===== src/hw/spibfc_pkg.sv =====
// Package: register map, field positions and timing for the SPI buffer flags block
package spibfc_pkg;
    // ****************************************
    // Register byte addresses
    // ****************************************
    localparam logic [7:0] ADDR_STAT = 8'h00;
    localparam logic [7:0] ADDR_CON1 = 8'h04;
    localparam logic [7:0] ADDR_BUF = 8'h08;
    localparam logic [7:0] ADDR_CTRL = 8'h0C;
    localparam logic [7:0] ADDR_IRQ_STAT = 8'h10;
    localparam logic [7:0] ADDR_IRQ_EN = 8'h14;
    localparam logic [7:0] ADDR_IRQ_CLR = 8'h18;
    // ****************************************
    // Status fields
    // ****************************************
    localparam int STAT_RBF = 0;
    localparam int STAT_TBF = 1;
    localparam int STAT_TXCNT_LSB = 8;
    localparam int STAT_RXCNT_LSB = 12;
    // ****************************************
    // Control one fields
    // ****************************************
    localparam int CON1_PPRE_LSB = 0;
    localparam int CON1_SPRE_LSB = 2;
    localparam int CON1_MASTER_MODE_ENABLE = 5;
    localparam int CON1_CKP = 6;
    localparam int CON1_SLAVE_SELECT_PIN_ENABLE = 7;
    localparam int CON1_CKE = 8;
    localparam int CON1_SMP = 9;
    localparam int CON1_WORD_WIDTH_SELECT = 10;
    localparam int CON1_DATA_OUT_PIN_DISABLE = 11;
    localparam int CON1_CLOCK_PIN_DISABLE = 12;
    localparam logic [15:0] CON1_WMASK = 16'h1FFF;
    localparam logic [15:0] CON1_RESET = 16'h0000;
    // ****************************************
    // Extra control fields
    // ****************************************
    localparam int CTRL_PORT_EN = 0;
    localparam int CTRL_ENH = 1;
    // ****************************************
    // Interrupt events
    // ****************************************
    localparam int IRQ_TX_FREE = 0;
    localparam int IRQ_RX_DONE = 1;
    localparam int IRQ_RX_OVF = 2;
    localparam int IRQ_W = 3;
    // ****************************************
    // Timing
    // ****************************************
    localparam int SYNC_STAGES = 2;
    localparam int ENH_DEPTH = 4;
endpackage : spibfc_pkg


===== src/hw/spibfc_sync.sv =====
// Two-flop synchroniser for pin inputs
`timescale 1ns/1ps
`default_nettype none
module spibfc_sync (
    input wire logic pclk,
    input wire logic presetn,
    input wire logic din,
    output logic dout
);
    logic meta_q;
    logic sync_q;
    // ****************************************
    // First stage read only by second
    // ****************************************
    always_ff @(posedge pclk or negedge presetn) begin
        if (!presetn) begin
            meta_q <= 1'b0;
            sync_q <= 1'b0;
        end else begin
            meta_q <= din;
            sync_q <= meta_q;
        end
    end
    assign dout = sync_q;
endmodule : spibfc_sync
`default_nettype wire


===== src/hw/spibfc_top.sv =====
// SPI port with buffer-full flags, control register and APB slave
// Operation
// - Standard mode: CPU write of data buffer sets transmit-full flag
// - Standard mode: move to shift register clears transmit-full flag
// - Enhanced mode: transmit-full set when write fills last free entry
// - Enhanced mode: transmit-full clears once an entry is free
// - Standard mode: received word into holding buffer sets receive-full
// - Standard mode: CPU read of data buffer clears receive-full
// - Enhanced mode: receive-full set when last unread entry fills
// - Enhanced mode: receive-full clears once an entry is free
// - Status bit 1 is transmit-full, bit 0 receive-full, one means full
// - Master with clock disable set: clock pin released to general I/O
// - Width bit 10: one gives 16-bit, zero 8-bit transfers
// - Master sample phase: one samples at end, zero at middle
//
// Local design decisions: the placing of the registers and the APB interface to the registers.
`timescale 1ns/1ps
`default_nettype none
module spibfc_top #(
    parameter int DEPTH = spibfc_pkg::ENH_DEPTH,
    parameter int HALF_DIV = 4
) (
    input wire logic pclk,
    input wire logic presetn,
    input wire logic psel,
    input wire logic penable,
    input wire logic pwrite,
    input wire logic [7:0] paddr,
    input wire logic [31:0] pwdata,
    output logic [31:0] prdata,
    output logic pready,
    output logic pslverr,
    input wire logic sck_in,
    output logic sck_out,
    output logic sck_oe_n,
    input wire logic sdi,
    output logic sdo,
    output logic sdo_oe_n,
    input wire logic ss_n_in,
    output logic irq
);
    localparam int PW = $clog2(DEPTH);
    localparam int CW = $clog2(DEPTH + 1);

    typedef struct packed {
        logic [15:0] con1;
        logic [1:0] ctrl;
        logic [DEPTH-1:0][15:0] txm;
        logic [PW-1:0] tx_wp;
        logic [PW-1:0] tx_rp;
        logic [CW-1:0] tx_cnt;
        logic [DEPTH-1:0][15:0] rxm;
        logic [PW-1:0] rx_wp;
        logic [PW-1:0] rx_rp;
        logic [CW-1:0] rx_cnt;
        logic tbf;
        logic rbf;
        logic [15:0] sr;
        logic busy;
        logic [4:0] bits;
        logic [7:0] div;
        logic sck;
        logic sdo;
        logic sdi_lat;
        logic sck_prev;
        logic [spibfc_pkg::IRQ_W-1:0] ist;
        logic [spibfc_pkg::IRQ_W-1:0] ien;
        logic [31:0] prdata;
        logic pready;
        logic pslverr;
        logic irq;
        logic sck_oe_n;
        logic sdo_oe_n;
    } spibfc_state_s;

    spibfc_state_s s_q;
    spibfc_state_s s_d;
    logic sck_s;
    logic sdi_s;
    logic ss_n_s;

    // ****************************************
    // Pin synchronisers
    // ****************************************
    spibfc_sync u_sync_sck (.pclk(pclk), .presetn(presetn), .din(sck_in), .dout(sck_s));
    spibfc_sync u_sync_sdi (.pclk(pclk), .presetn(presetn), .din(sdi), .dout(sdi_s));
    spibfc_sync u_sync_ss (.pclk(pclk), .presetn(presetn), .din(ss_n_in), .dout(ss_n_s));

    // ****************************************
    // Next state
    // ****************************************
    always_comb begin
        logic wr;
        logic rd;
        logic buf_wr;
        logic buf_rd;
        logic enh;
        logic en;
        logic master;
        logic m16;
        logic cke;
        logic ckp;
        logic lead;
        logic trail;
        logic shift_edge;
        logic samp_edge;
        logic load_sr;
        logic done;
        logic [15:0] rxword;
        logic [CW-1:0] depth_c;
        logic [spibfc_pkg::IRQ_W-1:0] ev;
        logic [spibfc_pkg::IRQ_W-1:0] clr;
        s_d = s_q;
        wr = psel && penable && pwrite && !s_q.pready;
        rd = psel && penable && !pwrite && !s_q.pready;
        buf_wr = wr && (paddr == spibfc_pkg::ADDR_BUF);
        buf_rd = rd && (paddr == spibfc_pkg::ADDR_BUF);
        enh = s_q.ctrl[spibfc_pkg::CTRL_ENH];
        en = s_q.ctrl[spibfc_pkg::CTRL_PORT_EN];
        master = s_q.con1[spibfc_pkg::CON1_MASTER_MODE_ENABLE];
        m16 = s_q.con1[spibfc_pkg::CON1_WORD_WIDTH_SELECT];
        cke = s_q.con1[spibfc_pkg::CON1_CKE];
        ckp = s_q.con1[spibfc_pkg::CON1_CKP];
        depth_c = enh ? CW'(DEPTH) : CW'(1);
        lead = 1'b0;
        trail = 1'b0;
        load_sr = 1'b0;
        done = 1'b0;
        ev = '0;
        clr = '0;
        rxword = '0;
        s_d.pready = 1'b0;
        s_d.pslverr = 1'b0;
        // ****************************************
        // APB access, one wait state
        // ****************************************
        if (psel && penable && !s_q.pready) begin
            s_d.pready = 1'b1;
            s_d.prdata = '0;
            case (paddr)
                spibfc_pkg::ADDR_STAT: begin
                    s_d.prdata[spibfc_pkg::STAT_TBF] = s_q.tbf;
                    s_d.prdata[spibfc_pkg::STAT_RBF] = s_q.rbf;
                    s_d.prdata[spibfc_pkg::STAT_TXCNT_LSB +: CW] = s_q.tx_cnt;
                    s_d.prdata[spibfc_pkg::STAT_RXCNT_LSB +: CW] = s_q.rx_cnt;
                end
                spibfc_pkg::ADDR_CON1: begin
                    s_d.prdata[15:0] = s_q.con1;
                    if (pwrite) begin
                        s_d.con1 = pwdata[15:0] & spibfc_pkg::CON1_WMASK;
                    end
                end
                spibfc_pkg::ADDR_BUF: begin
                    s_d.prdata[15:0] = s_q.rxm[s_q.rx_rp];
                end
                spibfc_pkg::ADDR_CTRL: begin
                    s_d.prdata[1:0] = s_q.ctrl;
                    if (pwrite) begin
                        s_d.ctrl = pwdata[1:0];
                    end
                end
                spibfc_pkg::ADDR_IRQ_STAT: begin
                    s_d.prdata[spibfc_pkg::IRQ_W-1:0] = s_q.ist;
                end
                spibfc_pkg::ADDR_IRQ_EN: begin
                    s_d.prdata[spibfc_pkg::IRQ_W-1:0] = s_q.ien;
                    if (pwrite) begin
                        s_d.ien = pwdata[spibfc_pkg::IRQ_W-1:0];
                    end
                end
                spibfc_pkg::ADDR_IRQ_CLR: begin
                    if (pwrite) begin
                        clr = pwdata[spibfc_pkg::IRQ_W-1:0];
                    end
                end
                default: begin
                    s_d.pslverr = 1'b1;
                end
            endcase
        end
        // ****************************************
        // Serial clock and shifting
        // ****************************************
        if (master) begin
            if (s_q.busy) begin
                if (s_q.div == 8'(HALF_DIV - 1)) begin
                    s_d.div = '0;
                    s_d.sck = !s_q.sck;
                    lead = (s_q.sck == ckp);
                    trail = !lead;
                end else begin
                    s_d.div = s_q.div + 8'h01;
                end
            end else begin
                s_d.sck = ckp;
                s_d.div = '0;
            end
        end else begin
            s_d.sck = ckp;
            s_d.sck_prev = sck_s;
            if (s_q.busy && !(s_q.con1[spibfc_pkg::CON1_SLAVE_SELECT_PIN_ENABLE] && ss_n_s)) begin
                lead = (sck_s != s_q.sck_prev) && (s_q.sck_prev == ckp);
                trail = (sck_s != s_q.sck_prev) && (s_q.sck_prev != ckp);
            end
        end
        // ****************************************
        // Shift data and bit count
        // ****************************************
        shift_edge = cke ? trail : lead;
        samp_edge = cke ? lead : trail;
        if (master && s_q.con1[spibfc_pkg::CON1_SMP]) begin
            samp_edge = shift_edge;
        end
        if (samp_edge) begin
            s_d.sdi_lat = sdi_s;
            if (!master || !s_q.con1[spibfc_pkg::CON1_SMP]) begin
                s_d.bits = s_q.bits - 5'h01;
            end
        end
        if (shift_edge) begin
            s_d.sr = {s_q.sr[14:0], (master && s_q.con1[spibfc_pkg::CON1_SMP]) ? sdi_s : s_q.sdi_lat};
            s_d.sdo = m16 ? s_d.sr[15] : s_d.sr[7];
            if (master && s_q.con1[spibfc_pkg::CON1_SMP]) begin
                s_d.bits = s_q.bits - 5'h01;
            end
        end
        if (s_q.busy && s_q.bits == 5'h00 && (shift_edge || !master)) begin
            done = 1'b1;
            s_d.busy = 1'b0;
            rxword = m16 ? s_q.sr : {8'h00, s_q.sr[7:0]};
            // Hold the clock, a closing toggle would leave a runt pulse
            if (master) begin
                s_d.sck = s_q.sck;
            end
        end
        // Slave has no gap detection, the word ends on the bit count
        // ****************************************
        // Word load from transmit buffer
        // ****************************************
        if (en && !s_q.busy && s_q.tx_cnt != '0) begin
            load_sr = 1'b1;
            s_d.busy = 1'b1;
            s_d.sr = s_q.txm[s_q.tx_rp];
            s_d.bits = m16 ? 5'h10 : 5'h08;
            s_d.sdo = m16 ? s_q.txm[s_q.tx_rp][15] : s_q.txm[s_q.tx_rp][7];
        end
        if (!en) begin
            s_d.busy = 1'b0;
        end
        // ****************************************
        // Transmit buffer
        // ****************************************
        if (buf_wr && s_q.tx_cnt != depth_c) begin
            s_d.txm[s_q.tx_wp] = pwdata[15:0];
            s_d.tx_wp = enh ? PW'(s_q.tx_wp + 1'b1) : s_q.tx_wp;
        end
        if (load_sr) begin
            s_d.tx_rp = enh ? PW'(s_q.tx_rp + 1'b1) : s_q.tx_rp;
            ev[spibfc_pkg::IRQ_TX_FREE] = 1'b1;
        end
        s_d.tx_cnt = s_q.tx_cnt + CW'(buf_wr && s_q.tx_cnt != depth_c) - CW'(load_sr);
        s_d.tbf = (s_d.tx_cnt == depth_c);
        // ****************************************
        // Receive buffer
        // ****************************************
        if (buf_rd && s_q.rx_cnt != '0) begin
            s_d.rx_rp = enh ? PW'(s_q.rx_rp + 1'b1) : s_q.rx_rp;
        end
        if (done) begin
            if (s_q.rx_cnt != depth_c) begin
                s_d.rxm[s_q.rx_wp] = rxword;
                s_d.rx_wp = enh ? PW'(s_q.rx_wp + 1'b1) : s_q.rx_wp;
                ev[spibfc_pkg::IRQ_RX_DONE] = 1'b1;
            end else begin
                ev[spibfc_pkg::IRQ_RX_OVF] = 1'b1;
            end
        end
        s_d.rx_cnt = s_q.rx_cnt + CW'(done && s_q.rx_cnt != depth_c)
            - CW'(buf_rd && s_q.rx_cnt != '0);
        s_d.rbf = (s_d.rx_cnt == depth_c);
        // ****************************************
        // Mode switch flush
        // ****************************************
        // Only on entry, so leaving enhanced mode keeps unread words
        if (!enh && s_q.ctrl[spibfc_pkg::CTRL_ENH] != s_d.ctrl[spibfc_pkg::CTRL_ENH]) begin
            s_d.tx_wp = '0;
            s_d.tx_rp = '0;
            s_d.rx_wp = '0;
            s_d.rx_rp = '0;
            s_d.tx_cnt = '0;
            s_d.rx_cnt = '0;
            s_d.tbf = 1'b0;
            s_d.rbf = 1'b0;
        end
        // ****************************************
        // Interrupts, set wins over clear
        // ****************************************
        s_d.ist = (s_q.ist & ~clr) | ev;
        s_d.irq = |(s_d.ist & s_d.ien);
        // ****************************************
        // Pin enables, active low
        // ****************************************
        // clock pin drive
        s_d.sck_oe_n = !(en && s_d.con1[spibfc_pkg::CON1_MASTER_MODE_ENABLE]
            && !s_d.con1[spibfc_pkg::CON1_CLOCK_PIN_DISABLE]);
        s_d.sdo_oe_n = !(en && !s_d.con1[spibfc_pkg::CON1_DATA_OUT_PIN_DISABLE]);
    end

    // ****************************************
    // State register
    // ****************************************
    always_ff @(posedge pclk or negedge presetn) begin
        if (!presetn) begin
            s_q <= '0;
            s_q.con1 <= spibfc_pkg::CON1_RESET;
            s_q.sck_oe_n <= 1'b1;
            s_q.sdo_oe_n <= 1'b1;
        end else begin
            s_q <= s_d;
        end
    end

    assign prdata = s_q.prdata;
    assign pready = s_q.pready;
    assign pslverr = s_q.pslverr;
    assign sck_out = s_q.sck;
    assign sck_oe_n = s_q.sck_oe_n;
    assign sdo = s_q.sdo;
    assign sdo_oe_n = s_q.sdo_oe_n;
    assign irq = s_q.irq;
endmodule : spibfc_top
`default_nettype wire


===== config.mk =====
export PLATFORM = sky130hd
export DESIGN_NAME = spibfc_top
export DESIGN_NICKNAME = d
export VERILOG_FILES = /design/src/hw/spibfc_pkg.sv /design/src/hw/spibfc_sync.sv /design/src/hw/spibfc_top.sv
export SDC_FILE = /design/constraint.sdc
export NUM_CORES = 1
export LEC_CHECK = 0
export ABC_AREA = 0
export BUFFER_PORTS_ARGS = -buffer_cell sky130_fd_sc_hd__buf_2
export CORE_MARGIN = 5
export CORE_UTILIZATION = 54
export DETAILED_ROUTE_END_ITERATION = 16
export PLACE_DENSITY = 0.85
export SYNTH_ARGS = -nofsm -noshare
export SYNTH_HDL_FRONTEND = slang
export SYNTH_HIERARCHICAL = 1
export SYNTH_SLANG_ARGS = --single-unit

===== constraint.sdc =====
create_clock -name pclk -period 3.4 [get_ports pclk]
set_input_delay 0.17 -clock pclk [delete_from_list [all_inputs] [get_ports pclk]]
set_output_delay 0.17 -clock pclk [all_outputs]
set_load 0.005 [all_outputs]

==> results.ini <==
[synth]
ys_types=66
ys_async_sr_fraction_pct=100
yosys-top-cells-count=224 x dfrtp_1, 147 x mux2_2, 38 x inv_1, 38 x nand2_1
syn_avg_cell_area_sq_um=13.0
synth_most_common_cell=dfrtp_1
synth_flop_cell=dfrtp_1
synth_edf_count=0
ys_seq_elements=226
synth_top_cell_by_area=dfrtp_1
seq_area_frac_synth_pct=52.7
yosysTopAreaCellShare_pct=52.2
yosys_warnings=6
netlist_area_sq_um=10700
syn-instance-count=826
yosys-top-cells-area=dfrtp_1 52%, mux2_2 15%, mux4_2 6.7%, buf_4 2.5%, ha_1 1.7%

[placed_design]
port_buffers=54
dp_hpwl_um=16200
routabilityCongestion=0.868

[setup_path]
crit_cells=15
path_max_fanout=4
cp.required_ns=3.84
cp_top_family=adder cells
endpoint_kind=flop
cp.arrival_ns=3.66
critical_path_class=flop to flop
crit_slowest_cell=dfrtp_1
cp_cell_sequence=ha_2 -> nor4b_4 -> nand3_2 -> a2111oi_4 -> inv_1 -> ha_1 -> inv_1 -> ha_1 -> inv_1 -> fa_2 -> xor2_1 -> xnor2_1 -> nand3b_1 -> o21ai_0 -> and3_1
cpMostUsedCell=inv_1
reg2reg_depth=15
crit_buf_inv=3
start_kind=flop
critical_path.max_stage_delay_ns=0.40

[clocking]
cts_inserted_buffers=23
clk_pin_slew_ns=0.06
clock-sinks=226
cts_tree=built
clock_latency_ns=0.51
cts_htree_levels=1
clock_path_buffers=3
cts_root_buf=clkbuf_16

[floorplanning]
rows=51
initial_core_util_pct=55.0
pin_count=87
dieArea_sq_um=22800
core_sq_um=19500
fp.dieW_um=151
chipHeight_um=151

[route]
drc=0
post_drt_wl_per_cell_um=20.1
dr.pass1.iters=7
routed_wl_um=23600
drtAntennaViolNets=0
vias=6931
viasPerCell=5.92
drt_iter0_markers=558

[cells_and_area]
nFillCells=1442
final-seq-area_sq_um=5660
area_growth_pct=12.7
layout.nets=958
layout-drive-gt1-share_pct=35.6
num_antenna_cells=0
fin_util_pct=61.9
multi_input_area_sq_um=4590

[global_routing]
grt_overflow=0
first_global_vias=7098
track_usage_pct=21.1
grt_pass1_wl_um=38100
grt_max_degree=111
grt_antenna_before_repair=0

[timing]
hold_viol_final=0
fin_worst_skew_ns=0.0151
finalCriticalPeriod_ns=3.22
max_freq_mhz=310
relSlewSlack_pct=41.5
setup_viol=0
fin_crit_sh_pct=94.8
worstMarginPinSlew_ns=0.874
fin_hold_ws_ns=0.0577
slew_violations=0

[pwr]
p_leak_nw=5.89
peakVddDrop_v=0.000373
p_per_area_nw_per_um2=487

[flow_run]
cap_violations=0

[hold_path]
holdPathStages=2
hp-class=primary input to flop

[status]
status=complete, no violations

## metrics by stage
| stage | TNS, ns | setup slack, ns | instance area, sq um | instances | total power, W |
|---|---|---|---|---|---|
| after floorplan | 0 | 0.114 | 10800 | 841 | 0.00335 |
| after global placement | 0 | 0.195 | 11200 | 1111 | 0.00352 |
| after detailed placement | 0 | 0.0443 | 11200 | 1111 | 0.00356 |
| after CTS | 0 | 0.0329 | 12000 | 1165 | 0.00591 |
| after global routing | -0.0347 | -0.0347 | 12100 | 1170 | 0.00614 |
| final | 0 | 0.177 | 12100 | 1170 | 0.00589 |
## final timing paths
path                                             endpoint  slack, ns                   startpoint
worst max-delay path                    s_q[77]$_DFF_PN0_       0.18          s_q[47]$_DFFE_PN0P_
worst max register to register          s_q[77]$_DFF_PN0_       0.18          s_q[47]$_DFFE_PN0P_
min in group asynchronous               s_q[80]$_DFF_PN0_       0.29                      presetn
max in group asynchronous            s_q[137]$_DFFE_PN0P_       2.13                      presetn
worst min-delay path                 s_q[225]$_DFFE_PN0P_       0.06                    pwdata[2]
worst min register to register  u_sync_sdi/dout$_DFF_PN0_       0.36  u_sync_sdi/meta_q$_DFF_PN0_
## cell type report
class                           instances  share of cell area, %
Sequential cell                       226                   46.8
Tap cell                              265                   2.74
Multi-Input combinational cell        502                   37.9
Clock buffer                           33                   5.57
Inverter                               39                   1.21
Clock inverter                          4                  0.197
Timing Repair Buffer                  101                   5.59
## kinds of logic (layout without fill, tap and decap cells)
kind of cell,Yosys count,count (layout),synth area share (%)
flops,226,226,52.7
mux,190,190,23.2
simple gates,166,166,8.69
buf+inv,113,177,5.30
compound gates,97,97,6.39
fa+ha+maj,17,17,2.12
xor+xnor,16,16,1.57
other cells,1,16,0.0349
## cell usage in the layout (no fill, tap or decap), types with 11 or more instances in the layout
cell | netlist | final
dfrtp_1 | 224 | 224
mux2_2 | 147 | 147
buf_2 | 8 | 53
nand2_1 | 38 | 38
inv_1 | 38 | 37
nor2_1 | 36 | 36
mux4_2 | 32 | 32
buf_4 | 36 | 30
clkbuf_16 | 0 | 23
a21oi_1 | 19 | 19
dlygate4sd3_1 | 0 | 17
conb_1 | 1 | 16
and2_1 | 14 | 14
o21ai_0 | 14 | 14
ha_1 | 15 | 14
o22ai_1 | 12 | 12
mux2i_1 | 11 | 11
## layer usage
layer | up-vias | wire length (um) | GRT usage (%)
met3 | 52 | 1520 | 3.68
met1 | 3568 | 9990 | 30.0
met2 | 244 | 11300 | 33.9
met4 | 0 | 721 | 6.26
li1 | 3067 | - | -
met5 | - | 0 | 0
## power by group
| group | total [W] | switching [W] | internal (W) | leakage, nW |
|---|---|---|---|---|
| logic | 0.000541 | 0.000293 | 0.000248 | 2.50 |
| registers | 0.00300 | 0.000167 | 0.00284 | 3.04 |
| clock network | 0.00235 | 0.000985 | 0.00136 | 0.348 |
| total | 0.00589 | 0.00145 | 0.00444 | 5.89 |
## what timing repair did
item	4_1_cts	5_1_grt
gates resized for setup	0	6
endpoints found under the hold margin	163	0
buffers inserted	0	5
hold buffers	17	0
setup endpoints to repair	0	1
## flip-flops by register name, summed over array words and instances, names as in the netlist
name	flops
s_q	197
pslverr	1
u_sync_sck/dout	1
sck_out	1
pready	1
sck_oe_n	1
u_sync_ss/dout	1
u_sync_sck/meta_q	1
prdata	16
u_sync_sdi/dout	1
sdo_oe_n	1
sdo	1
u_sync_sdi/meta_q	1
u_sync_ss/meta_q	1
irq	1
No activity file was read; power rests on OpenSTA's default activity.
